### config.mk
export PLATFORM = sky130hd
export DESIGN_NAME = pws_window_setup
export DESIGN_NICKNAME = d
export VERILOG_FILES = /design/src/core/pws_pkg.sv /design/src/core/pws_window_setup.sv
export SDC_FILE = /design/constraint.sdc
export NUM_CORES = 1
export LEC_CHECK = 0
export BUFFER_PORTS_ARGS = -buffer_cell sky130_fd_sc_hd__buf_2
export CORE_ASPECT_RATIO = 0.9
export CORE_MARGIN = 2
export CORE_UTILIZATION = 40
export CTS_CLUSTER_DIAMETER = 40
export CTS_CLUSTER_SIZE = 14
export DETAILED_ROUTE_END_ITERATION = 10
export PLACE_DENSITY = 0.68
export SLEW_MARGIN = 20
export SYNTH_ARGS = -nofsm -noshare
export SYNTH_HDL_FRONTEND = slang
export SYNTH_SLANG_ARGS = --single-unit
### constraint.sdc
create_clock -name sys_clk -period 7.4 [get_ports sys_clk]
set_clock_uncertainty 0.05 [all_clocks]
set_input_delay 0 -clock sys_clk [delete_from_list [all_inputs] [get_ports sys_clk]]
set_output_delay 0 -clock sys_clk [all_outputs]
set_load 0.01 [all_outputs]
### src/core/pws_pkg.sv
package pws_pkg;

    // ******************************************
    // Window geometry and register offsets
    // ******************************************
    localparam int          WIN_BITS      = 12;          // 4 KB per window
    localparam logic [11:0] CFG_ID        = 12'h000;
    localparam logic [11:0] CFG_IF_BASE   = 12'h010;
    localparam logic [11:0] CFG_DEV_BASE  = 12'h014;
    localparam logic [11:0] IF_SETTING    = 12'h0c4;
    localparam logic [11:0] IF_FINALIZE   = 12'h0f4;
    localparam logic [11:0] IF_SETUP_KEY  = 12'h340;

    // ******************************************
    // Values, masks and reset values
    // ******************************************
    localparam logic [31:0] BAR_MASK      = 32'hfffff000;
    localparam logic [31:0] KEY_VALUE     = 32'h0000aeae;
    localparam logic [31:0] SET_EN_BITS   = 32'h0000008c;
    localparam logic [31:0] REG_RESET     = 32'h00000000;

    // ******************************************
    // Host request carrier
    // ******************************************
    typedef struct packed {
        logic        is_cfg;
        logic        write;
        logic [31:0] addr;
        logic [31:0] wdata;
    } pws_req_t;

    typedef enum logic [1:0] {
        PWS_IDLE,
        PWS_FWD,
        PWS_RESP
    } pws_state_t;

    function automatic logic pws_in_window(input logic [31:0] addr, input logic [31:0] base);
        pws_in_window = ((addr & BAR_MASK) == (base & BAR_MASK));
    endfunction : pws_in_window

endpackage : pws_pkg

### src/core/pws_window_setup.sv
`timescale 1ns/1ps

module pws_window_setup
    import pws_pkg::*;
#(
    parameter logic [15:0] VENDOR_CODE = 16'h0a5a,   // Arbitrary value
    parameter logic [15:0] DEVICE_CODE = 16'h0c3c,   // Arbitrary value
    parameter int          TRIG_LINES  = 7
) (
    input  wire logic                  sys_clk,
    input  wire logic                  reset,
    input  wire logic                  req_valid,
    input  wire pws_req_t              req,
    output logic                       req_ready,
    output logic                       resp_valid,
    output logic [31:0]                resp_rdata,
    output logic                       resp_miss,
    output logic                       cnt_req,
    output logic                       cnt_write,
    output logic [WIN_BITS-1:0]        cnt_addr,
    output logic [31:0]                cnt_wdata,
    input  wire logic                  cnt_ack,
    input  wire logic [31:0]           cnt_rdata,
    output logic                       dev_win_enabled,
    output logic                       setup_key_ok,
    input  wire logic [TRIG_LINES-1:0] chip0_trig_out,
    input  wire logic [TRIG_LINES-1:0] chip0_trig_oe,
    input  wire logic [TRIG_LINES-1:0] chip1_trig_out,
    input  wire logic [TRIG_LINES-1:0] chip1_trig_oe,
    output logic [TRIG_LINES-1:0]      chip0_trig_in,
    output logic [TRIG_LINES-1:0]      chip1_trig_in,
    input  wire logic [TRIG_LINES-1:0] trig_pin_i,
    output logic [TRIG_LINES-1:0]      trig_pin_o,
    output logic [TRIG_LINES-1:0]      trig_pin_oe,
    output logic                       trig_conflict
);

    // ******************************************
    // Registers
    // ******************************************
    pws_state_t          state_reg;
    pws_state_t          state_next;
    logic [31:0]         if_base_reg;
    logic [31:0]         dev_base_reg;
    logic [31:0]         setting_reg;
    logic [31:0]         finalize_reg;
    logic [31:0]         key_reg;
    logic [31:0]         rdata_reg;
    logic [31:0]         rdata_next;
    logic                miss_reg;
    logic                miss_next;
    logic                fwd_write_reg;
    logic [WIN_BITS-1:0] fwd_addr_reg;
    logic [31:0]         fwd_wdata_reg;

    // ******************************************
    // Decode
    // ******************************************
    wire logic            take       = req_valid && req_ready;
    wire logic [11:0]     off        = req.addr[WIN_BITS-1:0];
    wire logic            cfg_acc    = take && req.is_cfg;
    wire logic            if_hit     = take && !req.is_cfg
                                       && pws_in_window(req.addr, if_base_reg);
    wire logic            dev_win_en = ((setting_reg & SET_EN_BITS) == SET_EN_BITS);
    wire logic            dev_hit    = take && !req.is_cfg && !if_hit
                                       && pws_in_window(req.addr, dev_base_reg)
                                       && dev_win_en;
    wire logic            cfg_wr     = cfg_acc && req.write;
    wire logic            if_wr      = if_hit && req.write;
    wire logic [31:0]     bar_wval   = req.wdata & BAR_MASK;   // Low bits 0: memory, 4 KB

    assign req_ready       = (state_reg == PWS_IDLE);
    assign resp_valid      = (state_reg == PWS_RESP);
    assign resp_rdata      = rdata_reg;
    assign resp_miss       = miss_reg;
    assign cnt_req         = (state_reg == PWS_FWD);
    assign cnt_write       = fwd_write_reg;
    assign cnt_addr        = fwd_addr_reg;
    assign cnt_wdata       = fwd_wdata_reg;
    assign dev_win_enabled = dev_win_en;
    assign setup_key_ok    = (key_reg == KEY_VALUE);

    // ******************************************
    // Read data and sequencing
    // ******************************************
    always_comb begin
        state_next = state_reg;
        rdata_next = rdata_reg;
        miss_next  = miss_reg;
        case (state_reg)
            PWS_IDLE: begin
                if (take) begin
                    state_next = dev_hit ? PWS_FWD : PWS_RESP;
                    rdata_next = REG_RESET;
                    miss_next  = 1'h0;
                    if (cfg_acc) begin
                        case (off)
                            CFG_ID:       rdata_next = {DEVICE_CODE, VENDOR_CODE};
                            CFG_IF_BASE:  rdata_next = if_base_reg;
                            CFG_DEV_BASE: rdata_next = dev_base_reg;
                            default:  rdata_next = REG_RESET;
                        endcase
                    end else if (if_hit) begin
                        case (off)
                            IF_SETTING:   rdata_next = setting_reg;
                            IF_FINALIZE:  rdata_next = finalize_reg;
                            IF_SETUP_KEY: rdata_next = key_reg;
                            default:      rdata_next = REG_RESET;
                        endcase
                    end else if (!dev_hit) begin
                        miss_next = 1'h1;
                    end
                end
            end
            PWS_FWD: begin
                if (cnt_ack) begin
                    state_next = PWS_RESP;
                    rdata_next = fwd_write_reg ? REG_RESET : cnt_rdata;
                end
            end
            PWS_RESP: state_next = PWS_IDLE;
            default:  state_next = PWS_IDLE;
        endcase
    end

    always_ff @(posedge sys_clk or posedge reset) begin
        if (reset) begin
            state_reg <= PWS_IDLE;
            rdata_reg <= REG_RESET;
            miss_reg  <= 1'h0;
        end else begin
            state_reg <= state_next;
            rdata_reg <= rdata_next;
            miss_reg  <= miss_next;
        end
    end

    always_ff @(posedge sys_clk or posedge reset) begin
        if (reset) begin
            fwd_write_reg <= 1'h0;
            fwd_addr_reg  <= '0;
            fwd_wdata_reg <= REG_RESET;
        end else if (dev_hit) begin
            fwd_write_reg <= req.write;
            fwd_addr_reg  <= off;
            fwd_wdata_reg <= req.wdata;
        end
    end

    // ******************************************
    // Window registers
    // ******************************************
    always_ff @(posedge sys_clk or posedge reset) begin
        if (reset) begin
            if_base_reg  <= REG_RESET;
            dev_base_reg <= REG_RESET;
        end else if (cfg_wr) begin
            if (off == CFG_IF_BASE)  if_base_reg  <= bar_wval;
            if (off == CFG_DEV_BASE) dev_base_reg <= bar_wval;
        end
    end

    always_ff @(posedge sys_clk or posedge reset) begin
        if (reset) begin
            setting_reg  <= REG_RESET;
            finalize_reg <= REG_RESET;
            key_reg      <= REG_RESET;
        end else if (if_wr) begin
            if (off == IF_SETTING)   setting_reg  <= req.wdata;
            if (off == IF_FINALIZE)  finalize_reg <= req.wdata;
            if (off == IF_SETUP_KEY) key_reg      <= req.wdata;
        end
    end

    // ******************************************
    // Shared trigger bus
    // ******************************************
    logic [TRIG_LINES-1:0] trig_s1_reg;
    logic [TRIG_LINES-1:0] trig_s2_reg;
    logic [TRIG_LINES-1:0] trig_s3_reg;
    logic [TRIG_LINES-1:0] trig_filt_reg;

    // Chip 0 owns a line it drives; chip 1 gets only the free lines
    wire logic [TRIG_LINES-1:0] grant1   = chip1_trig_oe & ~chip0_trig_oe;
    wire logic [TRIG_LINES-1:0] drv_oe   = chip0_trig_oe | grant1;
    wire logic [TRIG_LINES-1:0] drv_val  = (chip0_trig_oe & chip0_trig_out)
                                           | (grant1 & chip1_trig_out);
    wire logic [TRIG_LINES-1:0] in0_next = (grant1 & chip1_trig_out)
                                           | (~grant1 & trig_filt_reg);
    wire logic [TRIG_LINES-1:0] in1_next = (chip0_trig_oe & chip0_trig_out)
                                           | (~chip0_trig_oe & trig_filt_reg);
    wire logic [TRIG_LINES-1:0] agree    = ~(trig_s2_reg ^ trig_s3_reg);

    always_ff @(posedge sys_clk or posedge reset) begin
        if (reset) begin
            trig_s1_reg   <= '0;
            trig_s2_reg   <= '0;
            trig_s3_reg   <= '0;
            trig_filt_reg <= '0;
        end else begin
            trig_s1_reg   <= trig_pin_i;
            trig_s2_reg   <= trig_s1_reg;
            trig_s3_reg   <= trig_s2_reg;
            trig_filt_reg <= (agree & trig_s3_reg) | (~agree & trig_filt_reg);
        end
    end

    always_ff @(posedge sys_clk or posedge reset) begin
        if (reset) begin
            trig_pin_o    <= '0;
            trig_pin_oe   <= '0;
            chip0_trig_in <= '0;
            chip1_trig_in <= '0;
            trig_conflict <= 1'h0;
        end else begin
            trig_pin_o    <= drv_val;
            trig_pin_oe   <= drv_oe;
            chip0_trig_in <= in0_next;
            chip1_trig_in <= in1_next;
            trig_conflict <= |(chip0_trig_oe & chip1_trig_oe);
        end
    end

    // ******************************************
    // Assertions
    // ******************************************
    property p_bar_read_memory;
        @(posedge sys_clk) disable iff (reset)
        (take && req.is_cfg && !req.write && (off == CFG_IF_BASE || off == CFG_DEV_BASE))
            |=> resp_valid && (resp_rdata[WIN_BITS-1:0] == '0);
    endproperty
    a_bar_read_memory: assert property (p_bar_read_memory)
        else $error("BAR reads back with low bits set");
    property p_id_read;
        @(posedge sys_clk) disable iff (reset)
        (take && req.is_cfg && !req.write && off == CFG_ID)
            |=> resp_rdata == {DEVICE_CODE, VENDOR_CODE};
    endproperty
    a_id_read: assert property (p_id_read)
        else $error("Identity codes not returned");
    property p_forward;
        @(posedge sys_clk) disable iff (reset)
        (take && !req.is_cfg && dev_win_en && pws_in_window(req.addr, dev_base_reg)
         && !pws_in_window(req.addr, if_base_reg))
            |=> cnt_req && cnt_addr == $past(off);
    endproperty
    a_forward: assert property (p_forward)
        else $error("Device window access not forwarded");
    property p_fwd_gated;
        @(posedge sys_clk) disable iff (reset)
        $rose(cnt_req) |-> $past(dev_win_en);
    endproperty
    a_fwd_gated: assert property (p_fwd_gated)
        else $error("Forward while device window disabled");
    property p_no_en_miss;
        @(posedge sys_clk) disable iff (reset)
        (take && !req.is_cfg && !dev_win_en && !pws_in_window(req.addr, if_base_reg))
            |=> resp_valid && resp_miss && !cnt_req;
    endproperty
    a_no_en_miss: assert property (p_no_en_miss)
        else $error("Disabled window access not refused");
    property p_single_driver;
        @(posedge sys_clk) disable iff (reset)
        (chip0_trig_oe[0] && chip1_trig_oe[0])
            |=> trig_conflict && trig_pin_o[0] == $past(chip0_trig_out[0]);
    endproperty
    a_single_driver: assert property (p_single_driver)
        else $error("Trigger line driven by two chips");
    property p_pass_0_to_1;
        @(posedge sys_clk) disable iff (reset)
        chip0_trig_oe[0] |=> chip1_trig_in[0] == $past(chip0_trig_out[0]);
    endproperty
    a_pass_0_to_1: assert property (p_pass_0_to_1)
        else $error("Trigger from chip 0 not passed");
    property p_key_unlock;
        @(posedge sys_clk) disable iff (reset)
        (if_wr && off == IF_SETUP_KEY && req.wdata == KEY_VALUE) |=> ##1 setup_key_ok;
    endproperty
    a_key_unlock: assert property (p_key_unlock)
        else $error("Setup key not stored");
    c_forward:  cover property (@(posedge sys_clk) disable iff (reset) cnt_req && cnt_ack);
    c_enable:   cover property (@(posedge sys_clk) disable iff (reset) $rose(dev_win_en));
    c_conflict: cover property (@(posedge sys_clk) disable iff (reset) trig_conflict);
    c_miss:     cover property (@(posedge sys_clk) disable iff (reset) resp_valid && resp_miss);
endmodule : pws_window_setup

==> reports/results.tsv, run 1 <==
metric	value	unit
# rows	59	
clk sink count	273	
type of destination of the critical path	register	
setup bufs post-CTS	0	
most common cell in the netlist	dfrtp_1	
final WL	35200	µm
aggregate global-route resource usage	0.230	
vias per std cell	5.24	
Bufs on Longest Clock Path	3	
Finished Layout Cells	1726	
pre-CTS WS	3.83	ns
WS Path Type	in2reg	
CP Depth	8	
Finish-stage setup viols	0	
CP delay by family, top	simple AND/OR/NAND/NOR gates	
Post-Syn Area	11700	µm²
minimum clock period	3.52	ns
critical path's largest stage delay	0.91	ns
HPWL Detailed	22000	µm
pin count of the biggest net entering global routing	169	
Gate Count Post-Synth	892	
first-pass GRT wire length	54200	µm
Syn Nets	1029	
crit path launch	req[34]	
total number of vias	9036	
PortBufs	248	
total grt overflow	0	
Main synth FF type	dfrtp_1	
CTS tree	done	
FF-to-FF End	cnt_addr[9]	
crit start category	primary input	
leading post-synthesis cells by cell area	dfrtp_1 (58%), mux2_2 (15%), mux2_4 (3.6%), a22oi_1 (2.1%), nor2_1 (2.1%)	
Slew Viols, Final	0	
vias in the first global route	9418	
Synth Register Bits	273	
H-tree depth	2	
post-route clock period utilization	0.476	
die area	30700	µm²
Combinational Power Share	0.083	
Post-DRT Antenna Nets	0	
post-cts resize count	0	
Lkg Pwr	8.00	nW
slowest library cell on the worst path	nand3_1	
Reg2Reg Depth	7	
Final WS setup	3.88	ns
Switching Share	0.242	
Pint	0.00294	W
Slew @ Worst Pin	1.10	ns
Seq/Total Area, Yosys	0.583	
Pre-antenna DRT Iters	5	
clock power share	0.515	
CP bufs+invs	3	
post-synth top area share	0.583	
crit path max fanout	17	
Max IR drop VDD	0.154	mV
asr flop ratio synth	1.00	
core area	28900	µm²
placed instance count	1502	
Rel. slew slack	0.258	
initial antenna violation count	7	
R2R Setup Slk	4.01	ns
Initial Util	0.406	
Die H	166	µm
setup TNS	0	ns
leading area contributor after synthesis	dfrtp_1	
fmax	284	MHz
Max Cap Violations	0	
RSZ-0062 raised after global routing	false	
Cell Chain, Critical Path	dlygate4sd3_1 -> buf_2 -> nor4_1 -> nand2_1 -> nor2_1 -> nand3_1 -> buf_4 -> mux2_2	
Cell variety after synth	47	
CTS clock-pin slew for the worst setup and hold paths	0.06	ns
share of layout cells above drive strength 1	0.405	
register share of total power	0.403	
DR DRC count	0	
IO Count	249	
Yosys warning count	0	
switching power	0.000939	W
RD Place Congestion	0.812	
Post-synth EDFFs	0	
status	completed	
most frequent cells after synthesis	dfrtp_1 (273), mux2_2 (153), nor2_1 (64), clkbuf_1 (38), nand2_1 (37)	
Arr. time, crit path	3.87	ns
drt wl/cell	20.4	µm
CP required	7.75	ns
root buf cell	clkbuf_16	
Power Density	238	nW/µm²
RR Startpoint	if_base_reg[14]	
Iteration-0 DRC Markers	586	
Post-Synthesis Mean Instance Area	13.1	µm²
crit path to	key_reg[12]	
Hold Vio Cnt, Final	0	
Num CTS Buffers	41	
Net count, final	1427	
Layout area overhead	38.8	%
Die Wd	184	µm
clk_lat worst skew	0.54	ns
hold_buf cts	140	
Min-Delay Path Class	in2reg	
[layout make-up]
cell class              count  area (µm²)
clock buffers              49        1130
repair buffers            401        2770
inverters                   9        37.5
well taps                 396         495
clock inverters            27         309
fillers                  2374       12600
flip-flops and latches    273        6830
diodes                      7        17.5
multi-input cells         564        4670
[how the worst min path moves through the flow]
stage	end	cells after the start	startpoint	slack, ns
CTS	cnt_addr[4]	2	req[36]	0.002
detailed placement	trig_s1_reg[0]	1	trig_pin_i[0]	0.06
floorplan	trig_s1_reg[0]	0	trig_pin_i[0]	-0.02
global placement	trig_s1_reg[3]	2	reset	0.06
finish	cnt_addr[4]	2	req[36]	0.03
global route	resp_rdata[23]	4	req[65]	0.02
[through the flow]
step / total power, W / util / area [µm²] / hold WS [ns]
after floorplan: 0.00170 / - / 11700 / -0.0186
after global placement: 0.00183 / 0.463 / 13400 / 0.0581
after detailed placement: 0.00184 / 0.463 / 13400 / 0.0602
after CTS: 0.00390 / 0.562 / 16200 / 0.00241
after global routing: 0.00401 / 0.563 / 16300 / 0.0245
final: 0.00388 / 0.563 / 16300 / 0.0269
[metal layers]
metal | wire [µm] | share of wire | up-vias | GRT usage
li1 | - | - | 4077 | -
met1 | 15000 | 0.43 | 4539 | 0.311
met2 | 16800 | 0.48 | 342 | 0.369
met3 | 2200 | 0.063 | 78 | 0.0412
met4 | 1230 | 0.035 | 0 | 0.0877
met5 | 0 | 0 | - | 0
[logic make-up (layout without fill, tap and decap cells)]
family / count (synthesis) / after routing / synth area share
AO/OA/AOI/OAI: 151 / 151 / 0.0950
AND/OR/NAND/NOR: 180 / 180 / 0.0780
adder cells (fa/ha/maj): 7 / 7 / 0.00598
other: 0 / 7 / 0
multiplexers: 186 / 186 / 0.187
flip-flops: 273 / 273 / 0.583
XOR/XNOR: 40 / 40 / 0.0299
buffers and inverters: 55 / 486 / 0.0207
[layout by cell type, fill, tap and decap left out, types with 3 or more instances in the layout]
master         instances
a22oi_1               33
maj3_1                 7
a221o_1               15
inv_1                  8
inv_6                  4
clkbuf_8               3
nand3b_1               3
nand4_1                9
xnor2_1               16
nor2_1                60
xor2_1                24
nand2b_1               9
mux2_2               153
dlygate4sd3_1        140
diode_2                7
nand3_1                5
nor2_2                 3
dfrtp_1              273
clkbuf_16             43
inv_8                  4
and2_1                 3
o21ai_0               27
nand2_1               37
nor4_1                13
mux2i_1                5
clkinvlp_4             4
nor2b_1                9
bufinv_16              4
buf_2                248
clkinv_2               7
buf_4                 11
clkinv_4               4
or2_2                  9
o2bb2ai_1             26
a221oi_1              21
nand4b_1               3
clkbuf_1               3
a21oi_1               21
mux2_4                28
[power groups by stage]
| stage | clock network, W | logic (W) | registers, W |
|---|---|---|---|
| 6_report | 0.00200 | 0.000321 | 0.00156 |
| 4_1_cts | 0.00202 | 0.000316 | 0.00156 |
| 3_5_place_dp | 0 | 0.000254 | 0.00159 |
| 5_1_grt | 0.00209 | 0.000348 | 0.00156 |
| 2_1_floorplan | 0 | 0.0000971 | 0.00160 |
| 3_3_place_gp | 0 | 0.000250 | 0.00158 |
Power figures use the tool's default switching activity.
==> run 2: changes to the inputs <==
--- a/config.mk
+++ b/config.mk
@@ -12,7 +12,7 @@
 export CTS_CLUSTER_DIAMETER = 40
 export CTS_CLUSTER_SIZE = 14
 export DETAILED_ROUTE_END_ITERATION = 10
-export PLACE_DENSITY = 0.68
+export PLACE_DENSITY = 0.66
 export SLEW_MARGIN = 20
 export SYNTH_ARGS = -nofsm -noshare
 export SYNTH_HDL_FRONTEND = slang
==> constraint.sdc (replaced) <==
create_clock -name sys_clk -period 3.4 [get_ports sys_clk]
set_clock_uncertainty 0.05 [all_clocks]
set_input_delay 0 -clock sys_clk [delete_from_list [all_inputs] [get_ports sys_clk]]
set_output_delay 0 -clock sys_clk [all_outputs]
set_load 0.01 [all_outputs]
==> reports/results.tsv, run 2 (synthesis gave the netlist of run 1 again) <==
metric	value	unit	change
total grt overflow	0		unchanged
pin count of the biggest net entering global routing	110		-35%
fmax	334	MHz	
Power Density	517	nW/µm²	+120%
drt wl/cell	20.6	µm	+0.94%
root buf cell	clkbuf_16		
RSZ-0062 raised after global routing	false		
pre-CTS WS	0.459	ns	-3.37 ns
die area	30700	µm²	unchanged
post-cts resize count	0		unchanged
CP required	3.75	ns	-4.00 ns
Iteration-0 DRC Markers	667		+14%
CP bufs+invs	1		-2
clk_lat worst skew	0.52	ns	-0.02 ns
Max Cap Violations	0		unchanged
CP delay by family, top	simple AND/OR/NAND/NOR gates		
Net count, final	1441		+0.98%
Hold Vio Cnt, Final	0		unchanged
crit path max fanout	33		+16
crit start category	register		
Rel. slew slack	0.481		+0.223
DR DRC count	0		unchanged
Die H	166	µm	unchanged
first-pass GRT wire length	55200	µm	+1.8%
vias in the first global route	9565		+1.6%
# rows	59		unchanged
Die Wd	184	µm	unchanged
share of layout cells above drive strength 1	0.406		+0.000712
CTS clock-pin slew for the worst setup and hold paths	0.05	ns	about the same
aggregate global-route resource usage	0.235		+0.00473
initial antenna violation count	2		-5
status	completed		
final WL	35700	µm	+1.3%
WS Path Type	reg2reg		
Pre-antenna DRT Iters	5		unchanged
FILL cells	2352		-0.93%
core area	28900	µm²	unchanged
Slew Viols, Final	0		unchanged
HPWL Detailed	22500	µm	+2.2%
Max IR drop VDD	0.314	mV	+100%
commonest non-fill, non-tap cell in the layout	dfrtp_1		
slowest library cell on the worst path	or3_2		
IO Count	249		unchanged
Finish-stage setup viols	0		unchanged
type of destination of the critical path	register		
Core Util, Final	0.567		+0.00364
Layout area overhead	39.7	%	
vias per std cell	5.30		+1.2%
Slew @ Worst Pin	0.776	ns	-0.325 ns
clk sink count	273		unchanged
Num CTS Buffers	42		+2.4%
Final WS setup	0.410	ns	-3.47 ns
H-tree depth	2		unchanged
PortBufs	248		unchanged
highest-count cells in the layout ignoring fill and taps	dfrtp_1 (273), buf_2 (248), mux2_2 (153)		
minimum clock period	2.99	ns	
Post-DRT Antenna Nets	0		unchanged
total number of vias	9177		+1.6%
Arr. time, crit path	3.34	ns	-0.53 ns
Fin Hold WS	0.0517	ns	+0.0247 ns
Finished Layout Cells	1732		+0.35%
placed instance count	1513		+0.73%
post-route clock period utilization	0.879		
Initial Util	0.406		unchanged
Bufs on Longest Clock Path	3		unchanged
RD Place Congestion	0.849		+4.4%
Min-Delay Path Class	in2reg		
critical path's largest stage delay	0.75	ns	-0.16 ns
Cell Chain, Critical Path	nor3b_2 -> nand2b_1 -> or4_1 -> or3_2 -> buf_12 -> mux2_4		
CTS tree	done		
Lkg Pwr	8.06	nW	+0.69%
-- run 2: cell count changes in the layout (fill, tap and decap cells not counted), sizes merged --
cell | before | now
diode | 7 | 3
dlygate4sd3 | 140 | 143
buf | 261 | 271
inv | 16 | 12
clkbuf | 49 | 48
bufinv | 4 | 6
-- run 2: worst paths after layout --
path	from	end	slack (ns)	cells past startpoint
max	state_reg[0]	cnt_wdata[10]	0.41	6
min	req[36]	cnt_addr[4]	0.05	2
max reg2reg	state_reg[0]	cnt_wdata[10]	0.41	6
min reg2reg	trig_s1_reg[1]	trig_s2_reg[1]	0.29	0
max in group asynchronous	reset	trig_pin_oe[6]	2.48	4
min in group asynchronous	reset	key_reg[18]	0.17	4
-- run 2: through the flow --
stage / total power, W / area [µm²] / setup TNS, ns
after floorplan: 0.00370 / 11700 / -70.82
final: 0.00847 / 16400 / 0
after detailed placement: 0.00401 / 13500 / 0
after global routing: 0.00876 / 16400 / 0
after CTS: 0.00853 / 16400 / 0
after global placement: 0.00400 / 13500 / 0
-- run 2: power by group --
part	switching (W)	internal [W]
Sequential	0.0000463	0.00335
Clock	0.00154	0.00282
Combinational	0.000384	0.000320
Total	0.00197	0.00650
-- run 2: layer usage --
metal	vias to the layer above	routed length (µm)	GRT usage
met3	73	2040	0.0397
met5	-	0	0
met2	320	17000	0.376
met1	4688	15700	0.326
li1	4096	-	-
met4	0	1040	0.0751
-- run 2: timing repair --
item,CTS,global route
endpoints found under the hold margin,523,0
hold buffers,143,0
buffers inserted,0,0
-- run 2: final cells by class --
type	count	area, µm²	area share
Sequential cell	273	6830	0.417
Inverter	9	37.5	0.00229
Multi-Input combinational cell	564	4660	0.285
Timing Repair Buffer	414	2900	0.177
Antenna cell	3	7.51	0.000459
Clock buffer	48	1110	0.0681
Tap cell	396	495	0.0303
Clock inverter	25	324	0.0198
-- run 2: worst reg2reg max path, stage by stage (launching register included) --
cell and delay, ns:
dfrtp_1 0.42, nor3b_2 0.27, nand2b_1 0.18, or4_1 0.55, or3_2 0.75, buf_12 0.31, mux2_4 0.35
==> run 3: changes to the inputs <==
--- a/config.mk
+++ b/config.mk
@@ -12,6 +12,7 @@
 export CTS_CLUSTER_DIAMETER = 40
 export CTS_CLUSTER_SIZE = 14
 export DETAILED_ROUTE_END_ITERATION = 10
+export GPL_TIMING_DRIVEN = 0
 export PLACE_DENSITY = 0.66
 export SLEW_MARGIN = 20
 export SYNTH_ARGS = -nofsm -noshare
==> reports/results.tsv, run 3 (synthesis gave the netlist of run 1 again) <==
metric	value	unit	change
Fin Hold WS	0.0638	ns	+0.0121 ns
clock power share	0.499		-0.017
post-route clock period utilization	0.919		+0.0396
Pint	0.00619	W	-4.7%
Bufs on Longest Clock Path	3		unchanged
die area	30700	µm²	unchanged
Cell Chain, Critical Path	xor2_1 -> nor4_1 -> nand3_1 -> nor3_2 -> clkbuf_1 -> a221oi_1 -> nor2_1		
clk_lat worst skew	0.53	ns	about the same
Arr. time, crit path	3.53	ns	+0.19 ns
total number of vias	9291		+1.2%
total grt overflow	0		unchanged
Num CTS Buffers	42		unchanged
Slew @ Worst Pin	1.11	ns	+0.335 ns
# rows	59		unchanged
IO Count	249		unchanged
Lkg Pwr	8.03	nW	-0.34%
CP bufs+invs	1		unchanged
switching power	0.00203	W	+3.2%
Min-Delay Path Class	in2reg		
fmax	320	MHz	-4.3%
commonest non-fill, non-tap cell in the layout	dfrtp_1		
initial antenna violation count	6		+4
crit path max fanout	10		-70%
drt wl/cell	21.0	µm	+2.0%
RD Place Congestion	0.869		+2.4%
status	completed		
Die Wd	184	µm	unchanged
setup bufs post-CTS	0		unchanged
Iteration-0 DRC Markers	621		-6.9%
DR DRC count	0		unchanged
Die H	166	µm	unchanged
Core Util, Final	0.569		+0.00234
CP required	3.80	ns	+0.05 ns
Max Cap Violations	0		unchanged
root buf cell	clkbuf_16		
CP delay by family, top	simple AND/OR/NAND/NOR gates		
Max IR drop VDD	0.322	mV	+2.6%
Layout area overhead	40.3	%	
WS Path Type	reg2reg		
final WL	37100	µm	+4.0%
Switching Share	0.247		+0.0145
minimum clock period	3.12	ns	+0.134 ns
vias in the first global route	9624		+0.62%
core area	28900	µm²	unchanged
Net count, final	1469		+1.9%
post-cts resize count	0		unchanged
critical path's largest stage delay	0.87	ns	+0.12 ns
aggregate global-route resource usage	0.244		+0.00960
Initial Util	0.406		unchanged
H-tree depth	2		unchanged
CTS clock-pin slew for the worst setup and hold paths	0.06	ns	about the same
first-pass GRT wire length	57000	µm	+3.1%
register share of total power	0.413		+0.012
Pre-antenna DRT Iters	5		unchanged
Rel. slew slack	0.252		-0.230
Slew Viols, Final	0		unchanged
Hold Vio Cnt, Final	0		unchanged
type of destination of the critical path	register		
CTS tree	done		
pin count of the biggest net entering global routing	34		-69%
HPWL Detailed	25000	µm	+11%
share of layout cells above drive strength 1	0.388		-0.0180
vias per std cell	5.26		-0.71%
Finish-stage setup viols	0		unchanged
clk sink count	273		unchanged
slowest library cell on the worst path	nor3_2		
Combinational Power Share	0.088		+0.005
Post-DRT Antenna Nets	0		unchanged
RSZ-0062 raised after global routing	false		
highest-count cells in the layout ignoring fill and taps	dfrtp_1 (273), buf_2 (248), mux2_2 (153)		
Power Density	501	nW/µm²	-3.3%
crit start category	register		
PortBufs	246		-0.81%
[run 3: layout make-up]
| type | instances | area (µm²) |
|---|---|---|
| Antenna cell | 6 | 15.0 |
| Inverter | 9 | 37.5 |
| Fill cell | 2389 | 12400 |
| Buffer | 46 | 209 |
| Timing Repair Buffer | 396 | 2840 |
| Clock inverter | 24 | 204 |
| Tap cell | 396 | 495 |
| Clock buffer | 52 | 1150 |
| Multi-Input combinational cell | 564 | 4650 |
| Sequential cell | 273 | 6830 |
[run 3: stage by stage]
step / setup slack [ns] / TNS (ns) / instances / total power [W] / area (µm²)
floorplan: -0.259 / -70.82 / 892 / 0.00370 / 11700
global placement: -1.94 / -522.00 / 1534 / 0.00400 / 13400
detailed placement: 0.404 / 0 / 1544 / 0.00404 / 13700
CTS: 0.358 / 0 / 1760 / 0.00827 / 16400
global route: 0.253 / 0 / 1766 / 0.00851 / 16400
finish: 0.276 / 0 / 1766 / 0.00823 / 16400
[run 3: what timing repair did]
item,CTS,global route
hold buffers,140,0
endpoints found under the setup margin,0,0
endpoints found under the hold margin,468,0
[run 3: power groups by stage]
| stage | Clock, W | Combinational (W) | Sequential, W |
|---|---|---|---|
| floorplan | 0 | 0.000211 | 0.00349 |
| global placement | 0 | 0.000549 | 0.00345 |
| detailed placement | 0 | 0.000584 | 0.00345 |
| CTS | 0.00416 | 0.000717 | 0.00340 |
| global route | 0.00432 | 0.000787 | 0.00341 |
| finish | 0.00410 | 0.000723 | 0.00340 |
[run 3: path summary, 6_finish.rpt]
check	startpoint	to	slack [ns]	depth (start not counted)
min in group asynchronous	reset	trig_s1_reg[3]	0.45	4
worst max-delay path	if_base_reg[14]	resp_rdata[13]	0.28	7
worst min register to register	trig_s1_reg[1]	trig_s2_reg[1]	0.30	0
max in group asynchronous	reset	cnt_wdata[8]	1.85	8
worst min-delay path	trig_pin_i[1]	trig_s1_reg[1]	0.06	2
worst max register to register	if_base_reg[14]	resp_rdata[13]	0.28	7
[run 3: layer usage]
metal | up-vias | track usage | wire length, µm
li1 | 4169 | - | -
met1 | 4697 | 0.335 | 16000
met3 | 67 | 0.0539 | 2680
met5 | - | 0 | 0
met4 | 0 | 0.0737 | 883
met2 | 358 | 0.388 | 17600
